### src/pkg/usbef_consts.vh
// Constants for the USB endpoint FIFO and suspend control block
`ifndef USBEF_CONSTS_VH
`define USBEF_CONSTS_VH
`define USBEF_A_CMD    8'h46
`define USBEF_A_F0     8'h48
`define USBEF_A_F1     8'h49
`define USBEF_A_F2     8'h4a
`define USBEF_A_USC    8'h1a
`define USBEF_A_USR    8'h1b
`define USBEF_B_REQ    0
`define USBEF_B_TX     1
`define USBEF_B_CLR    2
`define USBEF_B_SELLO  3
`define USBEF_B_SELHI  4
`define USBEF_B_SETUP  5
`define USBEF_B_RDY    6
`define USBEF_B_ZLEN   7
`define USBEF_B_SUSP   0
`define USBEF_B_WAKE   1
`define USBEF_B_URST   2
`define USBEF_B_RESM   3
`define USBEF_B_DAI    4
`define USBEF_B_CKI    5
`define USBEF_B_DAO    6
`define USBEF_B_CKO    7
`define USBEF_B_PS2    4
`define USBEF_B_USB    5
`define USBEF_B_UFLAG  7
`define USBEF_SEL_F0   2'h0
`define USBEF_SEL_F1   2'h1
`define USBEF_SEL_F2   2'h2
`define USBEF_SEL_NONE 2'h3
`define USBEF_NFIFO    3
`define USBEF_DEPTH    8
`define USBEF_IDLE_US  3000
`define USBEF_CLK_MHZ  25
`define USBEF_IDLE_CYC (`USBEF_IDLE_US * `USBEF_CLK_MHZ)
`define USBEF_CMD_RST  8'h00
`define USBEF_USC_RST  8'hc0
`endif

### src/verilog/usbef_top.v
// USB endpoint FIFOs, suspend/resume control and PS2 pin mux
`timescale 1ns/1ps
`include "usbef_consts.vh"

//////////////////////////////////////////////////////////////////////////////
// Operation
// - Flush empties selected FIFO even if unready
// - Select 00/01/10 picks FIFO 0/1/2
// - SETUP sets flag; only firmware clears it
// - Zero-length flag; cleared by read or SETUP
// - Eight bytes per packet, no byte count
// - Wait 2 us, ENDPOINT1_FIFO_DATA write shows 4BH ready
// - ENDPOINT0_FIFO_DATA read steps 00,01,41,01,03,02
// - ENDPOINT1_FIFO_DATA write steps 0A,0B,4B,0B,09,08
// - Zero-length send steps 02,03,43,01,00
// - Host-owned pipe blocked; done raises interrupt, number
// - Idle over 3 ms sets suspend, interrupt
// - Host resume sets resume bit, interrupt
// - Resume clears first, then suspend drops, interrupt
// - Wake bit drives remote wake-up on bus
// - PS2 or serial engine owns the pins
// - PS2 input reads pin only when output high
// - Both port select bits reset to zero
// - Command bit map zlen,rdy,setup,sel,clr,tx,req
module usbef_top #(
   parameter IDLE_CYC = `USBEF_IDLE_CYC,
   parameter DEPTH    = `USBEF_DEPTH
) (
   input  wire       I_MCLK,
   input  wire       I_RST_N,
   input  wire [7:0] I_ADDR,
   input  wire [7:0] I_WDATA,
   input  wire       I_WR,
   input  wire       I_RD,
   output reg  [7:0] O_RDATA,
   input  wire [2:0] I_SIE_BUSY,
   input  wire [1:0] I_SIE_PIPE,
   input  wire       I_SIE_WR,
   input  wire [7:0] I_SIE_WDATA,
   input  wire       I_SIE_RD,
   output reg  [7:0] O_SIE_RDATA,
   input  wire       I_SIE_DONE,
   input  wire       I_SIE_SETUP,
   input  wire       I_SIE_ZLEN,
   input  wire       I_SIE_BUS_RESET,
   input  wire       I_BUS_ACTIVE,
   input  wire       I_RESUME_DET,
   output reg  [2:0] O_PKT_COMMIT,
   output reg        O_USB_INT,
   output reg  [1:0] O_FINISHED_PIPE_NUMBER,
   output reg        O_REMOTE_WAKE,
   input  wire       I_SIE_DM_O,
   input  wire       I_SIE_DP_O,
   input  wire       I_SIE_OE,
   input  wire       I_DM_I,
   input  wire       I_DP_I,
   output reg        O_DM_O,
   output reg        O_DM_OE,
   output reg        O_DP_O,
   output reg        O_DP_OE
);

   localparam PW = $clog2(DEPTH);
   localparam CW = PW + 1;
   localparam IW = $clog2(IDLE_CYC + 1);
   localparam [CW-1:0] CFULL = DEPTH[CW-1:0];

   //////////////////////////////////////////////////////////////////////////
   // Command register
   reg        req_q;
   reg        tx_q;
   reg        clr_q;
   reg  [1:0] sel_q;
   reg        setup_q;
   reg        zlen_q;
   reg  [7:0] usc_q;
   reg  [2:0] epf_q;
   reg        ps2_q;
   reg        usb_q;
   reg        uflag_q;
   reg        susp_q;
   reg        resm_q;
   reg        urst_q;
   reg        end_pend_q;
   reg        rdet_q;
   reg  [IW-1:0] idle_q;

   wire [PW*3-1:0] wp_all;
   wire [PW*3-1:0] rp_all;
   wire [2:0]      full_v;
   wire [2:0]      empty_v;

   wire wr_cmd  = I_WR && (I_ADDR == `USBEF_A_CMD);
   wire wr_usc  = I_WR && (I_ADDR == `USBEF_A_USC);
   wire wr_usr  = I_WR && (I_ADDR == `USBEF_A_USR);
   wire acc_f   = (I_ADDR == `USBEF_A_F0) || (I_ADDR == `USBEF_A_F1) ||
                  (I_ADDR == `USBEF_A_F2);
   wire [1:0] afsel = I_ADDR[1:0];

   // Selected FIFO state, none when select is 11
   wire sel_ok  = (sel_q != `USBEF_SEL_NONE);
   wire s_full  = sel_ok ? full_v[sel_q] : 1'b1;
   wire s_empty = sel_ok ? empty_v[sel_q] : 1'b1;
   wire s_busy  = sel_ok ? I_SIE_BUSY[sel_q] : 1'b1;
   // Ready: writes while room, reads while data
   wire ready   = req_q && sel_ok && !s_busy &&
                  (tx_q ? !s_full : !s_empty);

   wire mcu_ok  = acc_f && ready && (afsel == sel_q);
   wire mcu_wr  = I_WR && mcu_ok && tx_q;
   wire mcu_rd  = I_RD && mcu_ok && !tx_q;
   wire flush   = clr_q && sel_ok;
   wire pipe_ok = (I_SIE_PIPE != `USBEF_SEL_NONE);
   wire sie_wr  = I_SIE_WR && pipe_ok && !full_v[I_SIE_PIPE];
   wire sie_rd  = I_SIE_RD && pipe_ok && !empty_v[I_SIE_PIPE];

   // Write end: direction falls while still requested
   wire tx_end  = wr_cmd && req_q && tx_q &&
                  !I_WDATA[`USBEF_B_TX] && sel_ok;

   always @(posedge I_MCLK) begin
      if (!I_RST_N) begin
         req_q   <= 1'b0;
         tx_q    <= 1'b0;
         clr_q   <= 1'b0;
         sel_q   <= 2'h0;
         setup_q <= 1'b0;
         zlen_q  <= 1'b0;
      end else begin
         if (wr_cmd) begin
            req_q <= I_WDATA[`USBEF_B_REQ];
            tx_q  <= I_WDATA[`USBEF_B_TX];
            clr_q <= I_WDATA[`USBEF_B_CLR];
            sel_q <= {I_WDATA[`USBEF_B_SELHI],
                      I_WDATA[`USBEF_B_SELLO]};
         end
         // Setting event wins over firmware clear
         if (I_SIE_SETUP)
            setup_q <= 1'b1;
         else if (wr_cmd && !I_WDATA[`USBEF_B_SETUP])
            setup_q <= 1'b0;
         if (I_SIE_ZLEN)
            zlen_q <= 1'b1;
         else if (I_SIE_SETUP || (I_RD && acc_f))
            zlen_q <= 1'b0;
         else if (wr_cmd && !I_WDATA[`USBEF_B_ZLEN])
            zlen_q <= 1'b0;
      end
   end

   //////////////////////////////////////////////////////////////////////////
   // Endpoint FIFOs, one shared array
   reg [7:0] mem [0:3*DEPTH-1];

   genvar g;
   generate
      for (g = 0; g < `USBEF_NFIFO; g = g + 1) begin : g_fifo
         reg  [CW-1:0] cnt_q;
         reg  [PW-1:0] wp_q;
         reg  [PW-1:0] rp_q;
         wire [31:0]   gi = g;
         wire [1:0]    id = gi[1:0];
         wire push = (mcu_wr && (sel_q == id)) ||
                     (sie_wr && (I_SIE_PIPE == id));
         wire pop  = (mcu_rd && (sel_q == id)) ||
                     (sie_rd && (I_SIE_PIPE == id));
         wire fl   = flush && (sel_q == id);
         always @(posedge I_MCLK) begin
            if (!I_RST_N || fl) begin
               cnt_q <= {CW{1'b0}};
               wp_q  <= {PW{1'b0}};
               rp_q  <= {PW{1'b0}};
            end else begin
               if (push)
                  wp_q <= wp_q + 1'b1;
               if (pop)
                  rp_q <= rp_q + 1'b1;
               if (push && !pop)
                  cnt_q <= cnt_q + 1'b1;
               else if (pop && !push)
                  cnt_q <= cnt_q - 1'b1;
            end
         end
         assign wp_all[g*PW +: PW]  = wp_q;
         assign rp_all[g*PW +: PW]  = rp_q;
         // Eight-byte packet limit shows only as full
         assign full_v[g]  = (cnt_q == CFULL);
         assign empty_v[g] = (cnt_q == {CW{1'b0}});
      end
   endgenerate

   wire [PW-1:0] m_wp = wp_all[sel_q*PW +: PW];
   wire [PW-1:0] m_rp = rp_all[sel_q*PW +: PW];
   wire [PW-1:0] s_wp = wp_all[I_SIE_PIPE*PW +: PW];
   wire [PW-1:0] s_rp = rp_all[I_SIE_PIPE*PW +: PW];
   wire [7:0]    m_rdat = mem[sel_q*DEPTH + m_rp];

   // Owners never share a pipe, so writes do not collide
   always @(posedge I_MCLK) begin
      if (mcu_wr)
         mem[sel_q*DEPTH + m_wp] <= I_WDATA;
      if (sie_wr)
         mem[I_SIE_PIPE*DEPTH + s_wp] <= I_SIE_WDATA;
   end

   always @(posedge I_MCLK) begin
      if (!I_RST_N)
         O_SIE_RDATA <= 8'h00;
      else if (sie_rd)
         O_SIE_RDATA <= mem[I_SIE_PIPE*DEPTH + s_rp];
   end

   //////////////////////////////////////////////////////////////////////////
   // Suspend, resume and remote wake-up
   wire idle_hit  = !susp_q && (idle_q == IDLE_CYC[IW-1:0]);
   wire resm_set  = susp_q && I_RESUME_DET && !rdet_q;
   wire resm_end  = susp_q && !I_RESUME_DET && rdet_q;

   always @(posedge I_MCLK) begin
      if (!I_RST_N) begin
         idle_q     <= {IW{1'b0}};
         susp_q     <= 1'b0;
         resm_q     <= 1'b0;
         end_pend_q <= 1'b0;
         rdet_q     <= 1'b0;
      end else begin
         rdet_q <= I_RESUME_DET;
         if (I_BUS_ACTIVE || susp_q)
            idle_q <= {IW{1'b0}};
         else if (!idle_hit)
            idle_q <= idle_q + 1'b1;
         if (idle_hit)
            susp_q <= 1'b1;
         else if (end_pend_q)
            susp_q <= 1'b0;
         // Resume bit goes one cycle ahead of suspend
         if (resm_set)
            resm_q <= 1'b1;
         else if (resm_end)
            resm_q <= 1'b0;
         end_pend_q <= resm_end;
      end
   end

   //////////////////////////////////////////////////////////////////////////
   // Status/control and port select registers
   wire [2:0] ep_set = (I_SIE_DONE && pipe_ok) ?
                       (3'h1 << I_SIE_PIPE) : 3'h0;

   always @(posedge I_MCLK) begin
      if (!I_RST_N) begin
         usc_q   <= `USBEF_USC_RST;
         urst_q  <= 1'b0;
         epf_q   <= 3'h0;
         ps2_q   <= 1'b0;
         usb_q   <= 1'b0;
         uflag_q <= 1'b0;
      end else begin
         if (wr_usc) begin
            usc_q[`USBEF_B_WAKE] <= I_WDATA[`USBEF_B_WAKE];
            usc_q[`USBEF_B_DAO]  <= I_WDATA[`USBEF_B_DAO];
            usc_q[`USBEF_B_CKO]  <= I_WDATA[`USBEF_B_CKO];
         end
         if (I_SIE_BUS_RESET)
            urst_q <= 1'b1;
         else if (wr_usc && !I_WDATA[`USBEF_B_URST])
            urst_q <= 1'b0;
         if (wr_usr) begin
            ps2_q   <= I_WDATA[`USBEF_B_PS2];
            usb_q   <= I_WDATA[`USBEF_B_USB];
            uflag_q <= I_WDATA[`USBEF_B_UFLAG];
         end
         // Done flag set wins; writing 0 clears
         if (wr_usr)
            epf_q <= (epf_q & I_WDATA[2:0]) | ep_set;
         else
            epf_q <= epf_q | ep_set;
      end
   end

   //////////////////////////////////////////////////////////////////////////
   // Pin ownership, registered outputs
   wire ps2_mode = ps2_q && !usb_q;
   wire usb_mode = usb_q && !ps2_q;
   // Open drain: input only valid while output released
   wire dai = I_DM_I && usc_q[`USBEF_B_DAO];
   wire cki = I_DP_I && usc_q[`USBEF_B_CKO];

   always @(posedge I_MCLK) begin
      if (!I_RST_N) begin
         O_DM_O  <= 1'b0;
         O_DM_OE <= 1'b0;
         O_DP_O  <= 1'b0;
         O_DP_OE <= 1'b0;
      end else if (ps2_mode) begin
         O_DM_O  <= 1'b0;
         O_DM_OE <= !usc_q[`USBEF_B_DAO];
         O_DP_O  <= 1'b0;
         O_DP_OE <= !usc_q[`USBEF_B_CKO];
      end else if (usb_mode) begin
         O_DM_O  <= I_SIE_DM_O;
         O_DM_OE <= I_SIE_OE;
         O_DP_O  <= I_SIE_DP_O;
         O_DP_OE <= I_SIE_OE;
      end else begin
         O_DM_O  <= 1'b0;
         O_DM_OE <= 1'b0;
         O_DP_O  <= 1'b0;
         O_DP_OE <= 1'b0;
      end
   end

   //////////////////////////////////////////////////////////////////////////
   // Events and interrupt pulse
   always @(posedge I_MCLK) begin
      if (!I_RST_N) begin
         O_USB_INT              <= 1'b0;
         O_FINISHED_PIPE_NUMBER <= 2'h0;
         O_PKT_COMMIT           <= 3'h0;
         O_REMOTE_WAKE          <= 1'b0;
      end else begin
         O_USB_INT <= (I_SIE_DONE && pipe_ok) || idle_hit ||
                      resm_set || end_pend_q;
         if (I_SIE_DONE && pipe_ok)
            O_FINISHED_PIPE_NUMBER <= I_SIE_PIPE;
         O_PKT_COMMIT  <= tx_end ? (3'h1 << sel_q) : 3'h0;
         O_REMOTE_WAKE <= usc_q[`USBEF_B_WAKE];
      end
   end

   //////////////////////////////////////////////////////////////////////////
   // Register read, data one cycle after strobe
   reg [7:0] rd_d;
   always @* begin
      rd_d = 8'h00;
      case (I_ADDR)
         `USBEF_A_CMD: begin
            rd_d = {zlen_q, ready, setup_q, sel_q,
                    clr_q, tx_q, req_q};
         end
         `USBEF_A_F0, `USBEF_A_F1, `USBEF_A_F2: begin
            rd_d = mcu_rd ? m_rdat : 8'h00;
         end
         `USBEF_A_USC: begin
            rd_d = {usc_q[`USBEF_B_CKO], usc_q[`USBEF_B_DAO], cki, dai,
                    resm_q, urst_q, 1'b0, susp_q};
         end
         `USBEF_A_USR: begin
            rd_d = {uflag_q, 1'b0, usb_q, ps2_q, 1'b0, epf_q};
         end
         default: begin
            rd_d = 8'h00;
         end
      endcase
   end

   always @(posedge I_MCLK) begin
      if (!I_RST_N)
         O_RDATA <= 8'h00;
      else if (I_RD)
         O_RDATA <= rd_d;
      else
         O_RDATA <= 8'h00;
   end

endmodule

### config.mk
export PLATFORM = sky130hd
export DESIGN_NAME = usbef_top
export DESIGN_NICKNAME = d
export VERILOG_FILES = /design/src/verilog/usbef_top.v
export VERILOG_INCLUDE_DIRS = /design/src /design/src/pkg
export SDC_FILE = /design/constraint.sdc
export NUM_CORES = 1
export LEC_CHECK = 0
export BUFFER_PORTS_ARGS = -buffer_cell sky130_fd_sc_hd__buf_2
export CORE_ASPECT_RATIO = 0.5
export CORE_MARGIN = 2
export CORE_UTILIZATION = 35
export CTS_BUF_LIST = sky130_fd_sc_hd__clkbuf_8
export CTS_CLUSTER_SIZE = 25
export DETAILED_ROUTE_END_ITERATION = 8
export PLACE_DENSITY = 0.53
export SKIP_LAST_GASP = 1
export SLEW_MARGIN = 0
export SYNTH_ARGS = -nofsm -noshare
export SYNTH_HDL_FRONTEND = slang
export SYNTH_SLANG_ARGS = --single-unit
export TNS_END_PERCENT = 50
### constraint.sdc
create_clock -name I_MCLK -period 4.3 [get_ports I_MCLK]
set_input_delay 0.645 -clock I_MCLK [delete_from_list [all_inputs] [get_ports I_MCLK]]
set_output_delay 0.645 -clock I_MCLK [all_outputs]
set_load 0.01 [all_outputs]
==> summary.txt, run 1 <==
Status
  – Outcome: finished clean

Logic synthesis
  – Share of synthesized flip-flops with an asynchronous set or reset: 0
  – Post-synthesis sequential element count: between 200 and 300
  – Number of enable-type register cells in the synthesized netlist: between 150 and 200
  – Part of the Yosys area used for sequential elements: 0.4626
  – Synthesized netlist net count: 1,635
  – Ys Warns: 0
  – Share of the synthesized area in compound gates (AO/OA/AOI/OAI): 0.1058
  – Number of instances in the synthesized netlist: around 1,600
  – Main combinational cell family by area after synthesis: multiplexers
  – Area share of fa/ha/maj cells after synthesis: 0.01646
  – Syn_area_per_cell: around 11 um^2
  – Netlist area before placement: approximately 0.017 mm^2
  – Area share of xor/xnor cells in the synthesized design: 0.01427
  – Area fraction in and, or, nand and nor cells after synthesis: 0.1480
  – Distinct cell type count of the synthesized netlist: 72
  – Top FF cell, synth: sky130_fd_sc_hd__edfxtp_1
  – Mux cell area share after synthesis: 0.2179

Min path
  – Terminating pin of the worst hold path: urst_q
  – HP Start: I_SIE_BUS_RESET
  – Worst Hold Depth: 2
  – Min-Delay Path Class: primary input to flop

Drt
  – DRC violations left: 0
  – Drt wl/cell: 24.92 um
  – Post-detailed-route count of antenna-violating nets: 0
  – Starting DRC count in detailed routing: between 1,000 and 1,500
  – First-pass iteration count of the detailed router: 7
  – Total number of vias: between 10,000 and 15,000
  – Via density per instance: ~5.8
  – Total Wirelength: between 50,000 and 60,000 um

Floorplan
  – Initial core utilization: 0.3541
  – Area enclosed by the die boundary: around 0.049 mm^2
  – Die width: slightly above 300 um
  – Core Box Area: roughly 0.047 mm^2
  – FP Rows: 56
  – Top-level port count: 73
  – Vertical extent of the die: roughly 160 um

Finish
  – Number of inserted diodes: 0
  – Layout overhead on the synthesized area: 13.04%
  – Filler cell count in the final layout: 4,654
  – Fraction of layout instances using a drive strength above 1: 0.2690
  – Net count, final: roughly 1,700
  – Core Util, Final: 0.4003

CTS
  – Library cell used as clock root buffer: sky130_fd_sc_hd__clkbuf_8
  – Post-cts gate resize count: 0
  – Clk sinks: about 290
  – CTS tree: done
  – Clock latency on the worst-skew pair: ~0.62 ns
  – Number of buffers added by the clock tree synthesis step: 48
  – CTS max path bufs: 3
  – Count of hold-fix buffers inserted at cts: 0
  – Htree depth: 2
  – Setup repair bufs after CTS: 0
  – Clock transition time at the flip-flop clock pins of the worst setup and hold paths: about 0.060 ns

Worst setup path
  – Most common cell type on the critical path: sky130_fd_sc_hd__a21oi_1
  – Peak fanout along the critical path: 13
  – Worst reg2reg path endpoint: g_fifo[1].cnt_q[3]
  – Worst reg-to-reg setup slack: between 0.5 and 0.6 ns
  – Worst Setup Start Kind: flop
  – Data required time at the worst endpoint: 4.83 ns
  – Worst Setup End Kind: flop
  – Crit path cell chain: mux2i_1 -> a31oi_1 -> or2b_1 -> a21oi_1 -> a21oi_1 -> inv_1 -> ha_1 -> inv_1 -> ha_1 -> a21o_1 -> a21oi_1 -> xnor2_1 -> or3_1 -> a21oi_1
  – Cell with the biggest individual delay on the critical path: sky130_fd_sc_hd__dfxtp_1
  – Startpoint of the most critical register-to-register path: sel_q[0]
  – Stage delay of the slowest cell on the critical path: 0.68 ns
  – Depth of the most critical reg-to-reg path: 14
  – Data arrival time of the critical path: between 4 and 5 ns
  – Worst Setup Path Type: flop to flop

Power
  – Leak pwr: 6.478 nW
  – Highest ir drop seen on vdd: about 0.00019 V
  – Power density relative to cell area: about 320 mW/mm^2

Job
  – Max capacitance violation total: 0

Global route
  – Wire length of the first global-routing pass: approximately 85,000 um
  – Global-route usage over all layers: 0.2324
  – Vias in the first global route: 12,700
  – Maximum number of pins on one net before global-route repair: between 40 and 50
  – Global route overflow: 0
  – Antenna violations before repair: 0

Timing
  – Final count of pins violating max slew: 0
  – Final TNS setup: 0 ns
  – Worst slew pin tran: approximately 0.93 ns
  – Number of setup violations in the final report: 0
  – Maximum clock frequency: between 200 and 300 MHz
  – Ratio of final minimum period to clock period: 0.8799
  – Post-Route Hold Slack: between 0.2 and 0.25 ns
  – Max-Slew Margin vs Limit: 0.3768
  – Number of hold violations in the final report: 0
  – RSZ-0062 raised after global routing: no
  – Worst Setup Slack, final: a little over 0.5 ns
  – Final setup skew: 0.05026 ns
  – Final critical path time including I/O delays and setup: 3.784 ns

Placed design
  – Placer Congestion: 0.9489
  – Worst slack at placement: ~0.23 ns
  – Port-buffer cells: 72
  – Final HPWL from detailed placement: 39,920 um
[cells in the final DEF (no fill, tap or decap), drive strengths merged, types with 13 or more instances in the layout]
cell | netlist | final
nor2 | 98 | 98
mux4 | 15 | 15
edfxtp | 192 | 192
xnor2 | 15 | 15
nor3 | 13 | 13
o21ai | 46 | 46
mux2 | 195 | 195
inv | 27 | 49
o22ai | 56 | 56
nand4 | 13 | 13
buf | 40 | 145
clkbuf | 71 | 53
a21oi | 58 | 58
and3 | 17 | 17
ha | 17 | 17
nand2 | 216 | 216
mux2i | 106 | 106
nor2b | 13 | 13
o21a | 14 | 14
dfxtp | 95 | 95
or3 | 15 | 15
nand3 | 81 | 81
[cell usage after synthesis (4+ instances only)]
cell type | number | area, um^2
sky130_fd_sc_hd__a211o_1 | 5 | 43.79
sky130_fd_sc_hd__a21boi_0 | 10 | 75.07
sky130_fd_sc_hd__clkbuf_1 | 71 | 266.5
sky130_fd_sc_hd__nor2b_1 | 13 | 81.33
sky130_fd_sc_hd__xnor2_1 | 15 | 131.4
sky130_fd_sc_hd__a21o_1 | 7 | 52.55
sky130_fd_sc_hd__buf_2 | 26 | 130.1
sky130_fd_sc_hd__a21oi_1 | 58 | 290.3
sky130_fd_sc_hd__inv_1 | 27 | 101.4
sky130_fd_sc_hd__a211oi_1 | 10 | 75.07
sky130_fd_sc_hd__buf_4 | 7 | 52.55
sky130_fd_sc_hd__nor4b_1 | 4 | 35.03
sky130_fd_sc_hd__and3_1 | 17 | 106.4
sky130_fd_sc_hd__a22oi_1 | 6 | 45.04
sky130_fd_sc_hd__mux2_2 | 195 | 2196
sky130_fd_sc_hd__or3_1 | 14 | 87.58
sky130_fd_sc_hd__dfxtp_1 | 95 | 1902
sky130_fd_sc_hd__edfxtp_1 | 192 | 5766
sky130_fd_sc_hd__o21a_1 | 14 | 105.1
sky130_fd_sc_hd__ha_1 | 17 | 212.7
sky130_fd_sc_hd__xor2_1 | 12 | 105.1
sky130_fd_sc_hd__nor4_1 | 5 | 31.28
sky130_fd_sc_hd__nor3_1 | 13 | 65.06
sky130_fd_sc_hd__buf_1 | 7 | 26.28
sky130_fd_sc_hd__mux2i_1 | 104 | 1041
sky130_fd_sc_hd__mux4_2 | 15 | 337.8
sky130_fd_sc_hd__o22ai_1 | 56 | 350.3
sky130_fd_sc_hd__o221ai_1 | 9 | 78.83
sky130_fd_sc_hd__nand3_1 | 81 | 405.4
sky130_fd_sc_hd__a32oi_1 | 11 | 96.34
sky130_fd_sc_hd__o21ai_0 | 43 | 215.2
sky130_fd_sc_hd__nand2b_1 | 7 | 43.79
sky130_fd_sc_hd__a31oi_1 | 6 | 37.54
sky130_fd_sc_hd__nor2_1 | 74 | 277.8
sky130_fd_sc_hd__nand2_1 | 216 | 810.8
sky130_fd_sc_hd__nand3b_1 | 8 | 60.06
sky130_fd_sc_hd__nand4_1 | 13 | 81.33
sky130_fd_sc_hd__nor2_2 | 24 | 150.1
sky130_fd_sc_hd__o211ai_1 | 9 | 67.56
sky130_fd_sc_hd__and2_1 | 6 | 37.54
[sequential cells by signal, indices dropped and copies added, names as in the netlist, 8 cells and up]
register and flops:
idle_q 17, mem 192, O_RDATA 8, g_fifo.wp_q 9, g_fifo.cnt_q 12, O_SIE_RDATA 8
g_fifo.rp_q 9
[through the flow]
stage | std cells | cell area (um^2) | power (mW)
floorplan | 1569 | 16570 | 3.475
global placement | 2241 | 17850 | 3.707
detailed placement | 2241 | 17850 | 3.711
CTS | 2326 | 18740 | 6.072
global route | 2326 | 18740 | 6.241
finish | 2326 | 18740 | 6.039
[cells by family (layout without fill, tap and decap cells)]
group / count (synthesis) / count (layout)
xor+xnor: 27 / 27
simple gates: 513 / 513
mux: 316 / 316
fa+ha+maj: 20 / 20
buf+inv: 139 / 258
compound gates: 267 / 267
flops: 287 / 287
[per-layer routing]
metal  share of wire  track usage  wire length, um  vias up
met1            0.46       0.3393            26710     6677
met5               0            0                0        -
li1                -            -                -     6026
met2            0.43       0.3504            25000      601
met3           0.075      0.03537             4375      119
met4           0.032      0.07875             1871        0
[report_power, final]
part	leakage (nW)	internal (mW)	switching, mW
clock network	0.534	1.19	1.19
logic	3.45	0.250	0.386
registers	2.50	2.98	0.0426
[final cells by class]
cell class	instances	area, um^2	area share
timing repair buffer	145	920.9	0.04915
tap	638	798.3	0.04261
inverter	28	105.1	0.005610
sequential	287	7667	0.4092
clock inverter	32	157.7	0.008415
multi-input combinational	1143	8357	0.4460
clock buffer	53	729.5	0.03893
[worst max-delay path: cells and delay by family, from the launching register on]
kind / cells / cell delay, ns
XOR/XNOR: 1 / 0.10
buffers and inverters: 2 / 0.21
AND/OR/NAND/NOR: 2 / 0.57
AO/OA/AOI/OAI: 6 / 1.39
multiplexers: 1 / 0.29
flip-flops: 1 / 0.68
adder cells (fa/ha/maj): 2 / 0.45
[worst max-delay path by stage]
stage                   start            endpoint  slack (ns)  depth (start not counted)
floorplan           I_ADDR[7]  g_fifo[1].cnt_q[3]        0.60                         14
global placement    I_ADDR[7]  g_fifo[2].cnt_q[3]        0.26                         15
detailed placement  I_ADDR[7]  g_fifo[2].cnt_q[3]        0.23                         15
CTS                  sel_q[0]  g_fifo[2].cnt_q[3]        0.53                         14
global route         sel_q[1]  g_fifo[0].cnt_q[3]        0.13                         15
finish               sel_q[0]  g_fifo[1].cnt_q[3]        0.52                         14
Note: power is estimated with default switching activity, not from simulation.
==> inputs of run 2 (changes only) <==
--- a/config.mk
+++ b/config.mk
@@ -13,7 +13,7 @@
 export CTS_BUF_LIST = sky130_fd_sc_hd__clkbuf_8
 export CTS_CLUSTER_SIZE = 25
 export DETAILED_ROUTE_END_ITERATION = 8
-export PLACE_DENSITY = 0.53
+export PLACE_DENSITY = 0.55
 export SKIP_LAST_GASP = 1
 export SLEW_MARGIN = 0
 export SYNTH_ARGS = -nofsm -noshare
==> constraint.sdc (replaced) <==
create_clock -name I_MCLK -period 3.3 [get_ports I_MCLK]
set_input_delay 0.495 -clock I_MCLK [delete_from_list [all_inputs] [get_ports I_MCLK]]
set_output_delay 0.495 -clock I_MCLK [all_outputs]
set_load 0.01 [all_outputs]
==> run 2 against run 1 <==
  * Via count rose by 1.5%
  * Maximum frequency rose by 16%
  * Cell count rose by 2.2%
  * Clock skew fell by 0.027 ns
  * Core utilization rose by 1.2 points
  * Global-route usage fell by 0.16 points
  * Largest power group unchanged
  * Register-to-register slack got worse by 0.47 ns
  * Routed wire length fell by 0.33%
==> summary.txt, run 2 (same netlist as run 1, synthesis figures left out) <==
Status
  – Outcome: finished clean (unchanged)

Timing
  – Number of setup violations in the final report: 0 (unchanged)
  – Final count of pins violating max slew: 0 (unchanged)
  – Worst slew pin tran: 1.186 ns (was 0.9313 ns)
  – Max-Slew Margin vs Limit: 0.2035 (was 0.3768)
  – Number of hold violations in the final report: 0 (unchanged)
  – Maximum clock frequency: 307.5 MHz (was 264.3 MHz)
  – Worst Setup Slack, final: 0.04831 ns (was 0.5163 ns)
  – Ratio of final minimum period to clock period: 0.9854 (was 0.8799)
  – RSZ-0062 raised after global routing: yes (was no)
  – Final setup skew: 0.02279 ns (was 0.05026 ns)
  – Final critical path time including I/O delays and setup: 3.252 ns (was 3.784 ns)

Finish
  – Area of the multi-input gates: 0.008464 mm^2 (was 0.008357 mm^2)
  – Register area: 0.007674 mm^2 (was 0.007667 mm^2)
  – Reg with most FFs: mem (unchanged)
  – Net count, final: 1,767 (was 1,719)
  – Most frequent standard cell in the layout excluding fill and tap cells: sky130_fd_sc_hd__nand2_1 (unchanged)
  – Layout overhead on the synthesized area: 16.49% (was 13.04%)
  – Fraction of layout instances using a drive strength above 1: 0.3105 (was 0.2690)
  – Count of placed standard cells in the final layout, fillers left out: 2,377 (was 2,326)
  – Biggest registers after layout: mem x192, idle_q x17, g_fifo.cnt_q x12 (unchanged)
  – Filler cell count in the final layout: 4,615 (was 4,654)
  – Number of flip-flops in the largest register: 192 (unchanged)
  – Number of inserted diodes: 0 (unchanged)
  – Top library cells by usage in the layout, fill and taps aside: sky130_fd_sc_hd__nand2_1 (216), sky130_fd_sc_hd__mux2_2 (195), sky130_fd_sc_hd__edfxtp_1 (192) (unchanged)
  – Summed area of non-filler cells in the final layout: 0.01931 mm^2 (was 0.01874 mm^2)

Placed design
  – Placer Congestion: 0.9384 (was 0.9489)
  – Final HPWL from detailed placement: 39,590 um (was 39,920 um)
  – Worst slack at placement: -0.2910 ns (was 0.2320 ns)
  – Port-buffer cells: 72 (unchanged)
  – Area of placed instances: 0.01831 mm^2 (was 0.01785 mm^2)
  – Cell Count Post-Placement: 2,290 (was 2,241)

Worst setup path
  – Worst Setup Start Kind: flop (unchanged)
  – Most common cell type on the critical path: sky130_fd_sc_hd__buf_4 (was sky130_fd_sc_hd__a21oi_1)
  – Data required time at the worst endpoint: 3.76 ns (was 4.83 ns)
  – Cell with the biggest individual delay on the critical path: sky130_fd_sc_hd__o41ai_1 (was sky130_fd_sc_hd__dfxtp_1)
  – Worst Setup Path Type: flop to flop (unchanged)
  – Startpoint of the most critical register-to-register path: sel_q[0] (unchanged)
  – Data arrival time of the critical path: 3.71 ns (was 4.31 ns)
  – Launching instance or port of the critical path: sel_q[0] (unchanged)
  – Crit path cell chain: buf_4 -> buf_4 -> nand2b_1 -> mux2_2 -> buf_4 -> nand2_1 -> a31oi_1 -> o22ai_1 -> o41ai_1 (was mux2i_1 -> a31oi_1 -> or2b_1 -> a21oi_1 -> a21oi_1 -> inv_1 -> ha_1 -> inv_1 -> ha_1 -> a21o_1 -> a21oi_1 -> xnor2_1 -> or3_1 -> a21oi_1)
  – Peak fanout along the critical path: 19 (was 13)
  – Worst Setup End Kind: flop (unchanged)
  – Family with the most delay on the worst path: compound AO/OA/AOI/OAI gates (unchanged)
  – Buffers & Inverters on Critical Path: 3 (was 2)
  – Worst reg-to-reg setup slack: 0.05 ns (was 0.52 ns)
  – Stage delay of the slowest cell on the critical path: 0.52 ns (was 0.68 ns)

Global route
  – Antenna violations before repair: 0 (unchanged)
  – Global-route usage over all layers: 0.2308 (was 0.2324)
  – Global route overflow: 0 (unchanged)
  – Vias in the first global route: 13,020 (was 12,700)
  – Wire length of the first global-routing pass: 84,830 um (was 84,770 um)
  – Maximum number of pins on one net before global-route repair: 47 (was 46)

CTS
  – Setup repair bufs after CTS: 0 (unchanged)
  – Number of buffers added by the clock tree synthesis step: 47 (was 48)
  – Clock latency on the worst-skew pair: 0.60 ns (was 0.62 ns)
  – CTS max path bufs: 3 (unchanged)
  – Library cell used as clock root buffer: sky130_fd_sc_hd__clkbuf_8 (unchanged)
  – CTS tree: done (unchanged)
  – Htree depth: 2 (unchanged)
  – Clock transition time at the flip-flop clock pins of the worst setup and hold paths: 0.07 ns (was 0.06 ns)
  – Clk sinks: 287 (unchanged)

Drt
  – DRC violations left: 0 (unchanged)
  – Total Wirelength: 57,770 um (was 57,960 um)
  – Via density per instance: 5.729 (was 5.771)
  – Drt wl/cell: 24.30 um (was 24.92 um)
  – Starting DRC count in detailed routing: 1,476 (was 1,357)
  – First-pass iteration count of the detailed router: 7 (unchanged)
  – Post-detailed-route count of antenna-violating nets: 0 (unchanged)
  – Total number of vias: 13,620 (was 13,420)

Floorplan
  – Die width: 311.8 um (unchanged)
  – Top-level port count: 73 (unchanged)
  – Core Box Area: 0.04680 mm^2 (unchanged)
  – FP Rows: 56 (unchanged)
  – Area enclosed by the die boundary: 0.04922 mm^2 (unchanged)
  – Vertical extent of the die: 157.9 um (unchanged)
  – Initial core utilization: 0.3541 (unchanged)

Job
  – Max capacitance violation total: 0 (unchanged)

Power
  – Overall power: 8.077 mW (was 6.039 mW)
  – Leak pwr: 6.717 nW (was 6.478 nW)
  – Highest ir drop seen on vdd: 0.0002370 V (was 0.0001880 V)
  – Power density relative to cell area: 418.3 mW/mm^2 (was 322.4 mW/mm^2)

Min path
  – Min-Delay Path Class: primary input to flop (unchanged)
  – HP Start: I_SIE_BUS_RESET (unchanged)
## run 2: cell count changes in the layout (fill, tap and decap cells not counted), moves of 5 or more
cell and change:
sky130_fd_sc_hd__inv_1 -15, sky130_fd_sc_hd__dfxtp_1 -5, sky130_fd_sc_hd__clkinv_2 +7, sky130_fd_sc_hd__buf_4 +46, sky130_fd_sc_hd__dfxtp_2 +5
## run 2: layout make-up
class                           count  area share
Inverter                           28    0.005443
Multi-Input combinational cell   1143      0.4384
Timing Repair Buffer              194     0.06869
Sequential cell                   287      0.3974
Clock buffer                       56     0.03992
Tap cell                          638     0.04134
Clock inverter                     31    0.008813
## run 2: final timing paths
check	to	cells after the start
max reg2reg	O_RDATA[6]	9
min	urst_q	2
max	O_RDATA[6]	9
min reg2reg	end_pend_q	2
## run 2: routing by layer
| layer | vias up | wire, um | track usage |
|---|---|---|---|
| li1 | 6105 | - | - |
| met1 | 6802 | 25150 | 0.3164 |
| met2 | 598 | 25880 | 0.3648 |
| met3 | 113 | 4927 | 0.04821 |
| met4 | 0 | 1809 | 0.07601 |
| met5 | - | 0 | 0 |
## run 2: timing repair
action                     CTS  global route
setup endpoints to repair    0             9
hold buffers                 0             0
gates resized for setup      0            14
## run 2: where the power goes
part	internal (mW)	switching [mW]	total, mW
combinational	0.388	0.527	0.915
clock	1.63	1.58	3.22
sequential	3.89	0.0584	3.95
## run 2: metrics by stage
stage / setup TNS, ns / hold WS (ns) / utilization
3_3_place_gp: -0.8702 / 0.4478 / 0.3911
4_1_cts: 0 / 0.07903 / 0.4112
5_1_grt: -0.1048 / 0.08529 / 0.4125
6_report: 0 / 0.1080 / 0.4125
2_1_floorplan: -0.2073 / 0.4296 / -
3_5_place_dp: -1.213 / 0.4555 / 0.3911
==> inputs of run 3 (changes only) <==
--- a/config.mk
+++ b/config.mk
@@ -14,6 +14,7 @@
 export CTS_CLUSTER_SIZE = 25
 export DETAILED_ROUTE_END_ITERATION = 8
 export PLACE_DENSITY = 0.55
+export REMOVE_ABC_BUFFERS = 1
 export SKIP_LAST_GASP = 1
 export SLEW_MARGIN = 0
 export SYNTH_ARGS = -nofsm -noshare
==> run 3 against run 2 <==
  * Register-to-register slack gained 0.11 ns
  * Core utilization grew 0.59 points
  * Setup slack gained 0.11 ns
  * Cell count grew 1.0%
  * Power grew 1.9%
  * Clock power grew 5%
  * Critical path type unchanged
  * Via count grew 0.97%
  * Worst hold slack lost 0.0071 ns
==> summary.txt, run 3 (same netlist as run 1, synthesis figures left out) <==
Floorplan
  – Area enclosed by the die boundary: 0.04922 mm^2 (unchanged)
  – Die width: 311.8 um (unchanged)
  – Vertical extent of the die: 157.9 um (unchanged)
  – FP Rows: 56 (unchanged)
  – Initial core utilization: 0.3541 (unchanged)
  – Top-level port count: 73 (unchanged)
  – Core Box Area: 0.04680 mm^2 (unchanged)

Global route
  – Global-route usage over all layers: 0.2363 (was 0.2308)
  – Vias in the first global route: 12,720 (was 13,020)
  – Global route overflow: 0 (unchanged)
  – Wire length of the first global-routing pass: 86,300 um (was 84,830 um)
  – Maximum number of pins on one net before global-route repair: 46 (was 47)
  – Antenna violations before repair: 1 (was 0)

Worst setup path
  – Worst Setup End Kind: flop (unchanged)
  – Peak fanout along the critical path: 5 (was 19)
  – Worst Setup Path Type: flop to flop (unchanged)
  – Cell with the biggest individual delay on the critical path: sky130_fd_sc_hd__or4_4 (was sky130_fd_sc_hd__o41ai_1)
  – Family with the most delay on the worst path: simple AND/OR/NAND/NOR gates (was compound AO/OA/AOI/OAI gates)
  – Data arrival time of the critical path: 3.68 ns (was 3.71 ns)
  – Worst reg-to-reg setup slack: 0.16 ns (was 0.05 ns)
  – Crit path cell chain: or4_4 -> o211ai_1 -> or3_4 -> a2bb2o_4 -> inv_1 -> ha_2 -> inv_1 -> ha_1 -> a21o_1 -> a21oi_2 -> xnor2_1 -> or3_1 -> a21oi_2 (was buf_4 -> buf_4 -> nand2b_1 -> mux2_2 -> buf_4 -> nand2_1 -> a31oi_1 -> o22ai_1 -> o41ai_1)
  – Stage delay of the slowest cell on the critical path: 0.56 ns (was 0.52 ns)
  – Buffers & Inverters on Critical Path: 2 (was 3)
  – Data required time at the worst endpoint: 3.84 ns (was 3.76 ns)
  – Worst Setup Start Kind: flop (unchanged)

Drt
  – First-pass iteration count of the detailed router: 6 (was 7)
  – Total number of vias: 13,750 (was 13,620)
  – Drt wl/cell: 24.64 um (was 24.30 um)
  – M1 WL: 27,440 um (was 25,150 um)
  – Met3 WL: 5878 um (was 4927 um)
  – DRC violations left: 0 (unchanged)
  – Post-detailed-route count of antenna-violating nets: 0 (unchanged)
  – Total Wirelength: 59,150 um (was 57,770 um)
  – Starting DRC count in detailed routing: 1,638 (was 1,476)
  – Highest routed layer: met4 (unchanged)
  – Met2 layer wire length in the routed design: 24,030 um (was 25,880 um)
  – Via density per instance: 5.727 (was 5.729)

Finish
  – Number of flip-flops in the largest register: 192 (unchanged)
  – Net count, final: 1,790 (was 1,767)
  – Fraction of layout instances using a drive strength above 1: 0.3161 (was 0.3105)
  – Core Util, Final: 0.4185 (was 0.4125)
  – Reg with most FFs: mem (unchanged)
  – Most frequent standard cell in the layout excluding fill and tap cells: sky130_fd_sc_hd__nand2_1 (unchanged)
  – Top library cells by usage in the layout, fill and taps aside: sky130_fd_sc_hd__nand2_1 (216), sky130_fd_sc_hd__mux2_2 (195), sky130_fd_sc_hd__edfxtp_1 (192) (unchanged)
  – Biggest registers after layout: mem x192, idle_q x17, g_fifo.cnt_q x12 (unchanged)
  – Layout overhead on the synthesized area: 18.17% (was 16.49%)

Power
  – Share of total power in combinational logic: 0.113 (about the same)
  – Relative contribution of the clock network to total power: 0.409 (was 0.398)
  – Flop pwr share: 0.478 (was 0.489)
  – Pint: 6.083 mW (was 5.907 mW)
  – Net Sw Power: 2.152 mW (was 2.170 mW)
  – Overall power: 8.234 mW (was 8.077 mW)
  – Power density relative to cell area: 420.4 mW/mm^2 (was 418.3 mW/mm^2)
  – Highest ir drop seen on vdd: 0.0002075 V (was 0.0002370 V)
  – Share of total power consumed by net switching: 0.2613 (was 0.2686)
  – Leak pwr: 6.890 nW (was 6.717 nW)

Timing
  – Final setup skew: 0.03464 ns (was 0.02279 ns)
  – RSZ-0062 raised after global routing: yes (unchanged)
  – Final count of pins violating max slew: 0 (unchanged)
  – Ratio of final minimum period to clock period: 0.9529 (was 0.9854)
  – Final critical path time including I/O delays and setup: 3.145 ns (was 3.252 ns)
  – Number of hold violations in the final report: 0 (unchanged)
  – Max-Slew Margin vs Limit: 0.4098 (was 0.2035)
  – Final TNS setup: 0 ns (unchanged)
  – Number of setup violations in the final report: 0 (unchanged)
  – Worst slew pin tran: 0.8853 ns (was 1.186 ns)
  – Maximum clock frequency: 318.0 MHz (was 307.5 MHz)

Min path
  – Min-Delay Path Class: primary input to flop (unchanged)

CTS
  – CTS tree: done (unchanged)
  – Htree depth: 2 (unchanged)
  – Number of buffers added by the clock tree synthesis step: 46 (was 47)
  – Library cell used as clock root buffer: sky130_fd_sc_hd__clkbuf_8 (unchanged)
  – Clock latency on the worst-skew pair: 0.61 ns (was 0.60 ns)
  – Clock transition time at the flip-flop clock pins of the worst setup and hold paths: 0.07 ns (about the same)
  – Clk sinks: 287 (unchanged)
  – CTS max path bufs: 3 (unchanged)

Status
  – Outcome: finished clean (unchanged)

Placed design
  – Final HPWL from detailed placement: 41,250 um (was 39,590 um)
  – Port-buffer cells: 72 (unchanged)
  – Placer Congestion: 0.9379 (was 0.9384)

Job
  – Max capacitance violation total: 0 (unchanged)
run 3: metal layers:
layer | GRT usage | up-vias
li1 | - | 6160
met1 | 0.3470 | 6808
met2 | 0.3349 | 677
met3 | 0.06104 | 105
met4 | 0.07647 | 0
met5 | 0 | -
run 3: layout make-up:
| class | instances | area, um^2 |
|---|---|---|
| inverter | 28 | 105.1 |
| sequential | 287 | 7676 |
| tap | 638 | 798.3 |
| fill | 4539 | 27220 |
| clock buffer | 53 | 729.5 |
| timing repair buffer | 218 | 1589 |
| antenna | 1 | 2.502 |
| multi-input combinational | 1143 | 8421 |
| clock inverter | 33 | 265.3 |
run 3: through the flow:
stage	instance area, um^2	hold WS, ns	std cells	worst slack (ns)
CTS	19480	0.07303	2397	0.009247
detailed placement	18490	0.4548	2311	-0.3613
finish	19590	0.1009	2401	0.1553
floorplan	16100	0.4278	1458	-4.416
global placement	18490	0.4459	2311	-0.3083
global route	19580	0.08081	2400	-0.04059
run 3: final timing paths:
| path | from | to | cells past startpoint |
|---|---|---|---|
| worst max-delay path | g_fifo[0].cnt_q[0] | g_fifo[2].cnt_q[3] | 13 |
| worst min-delay path | I_RESUME_DET | end_pend_q | 2 |
| worst max register to register | g_fifo[0].cnt_q[0] | g_fifo[2].cnt_q[3] | 13 |
| worst min register to register | usc_q[1] | O_REMOTE_WAKE | 1 |
run 3: power groups by stage:
stage	Sequential [mW]	Combinational, mW	Clock (mW)
CTS	3.94	0.891	3.43
global placement	4.01	0.881	0
detailed placement	4.01	0.889	0
finish	3.94	0.929	3.37
global route	3.94	0.993	3.58
floorplan	4.01	0.455	0
run 3: timing repair:
action | in CTS | in global routing
hold buffers | 0 | 0
pin swaps | 1 | 10
gates resized for setup | 0 | 20
endpoints found under the setup margin | 1 | 4
buffers inserted | 0 | 3
endpoints found under the hold margin | 0 | 0
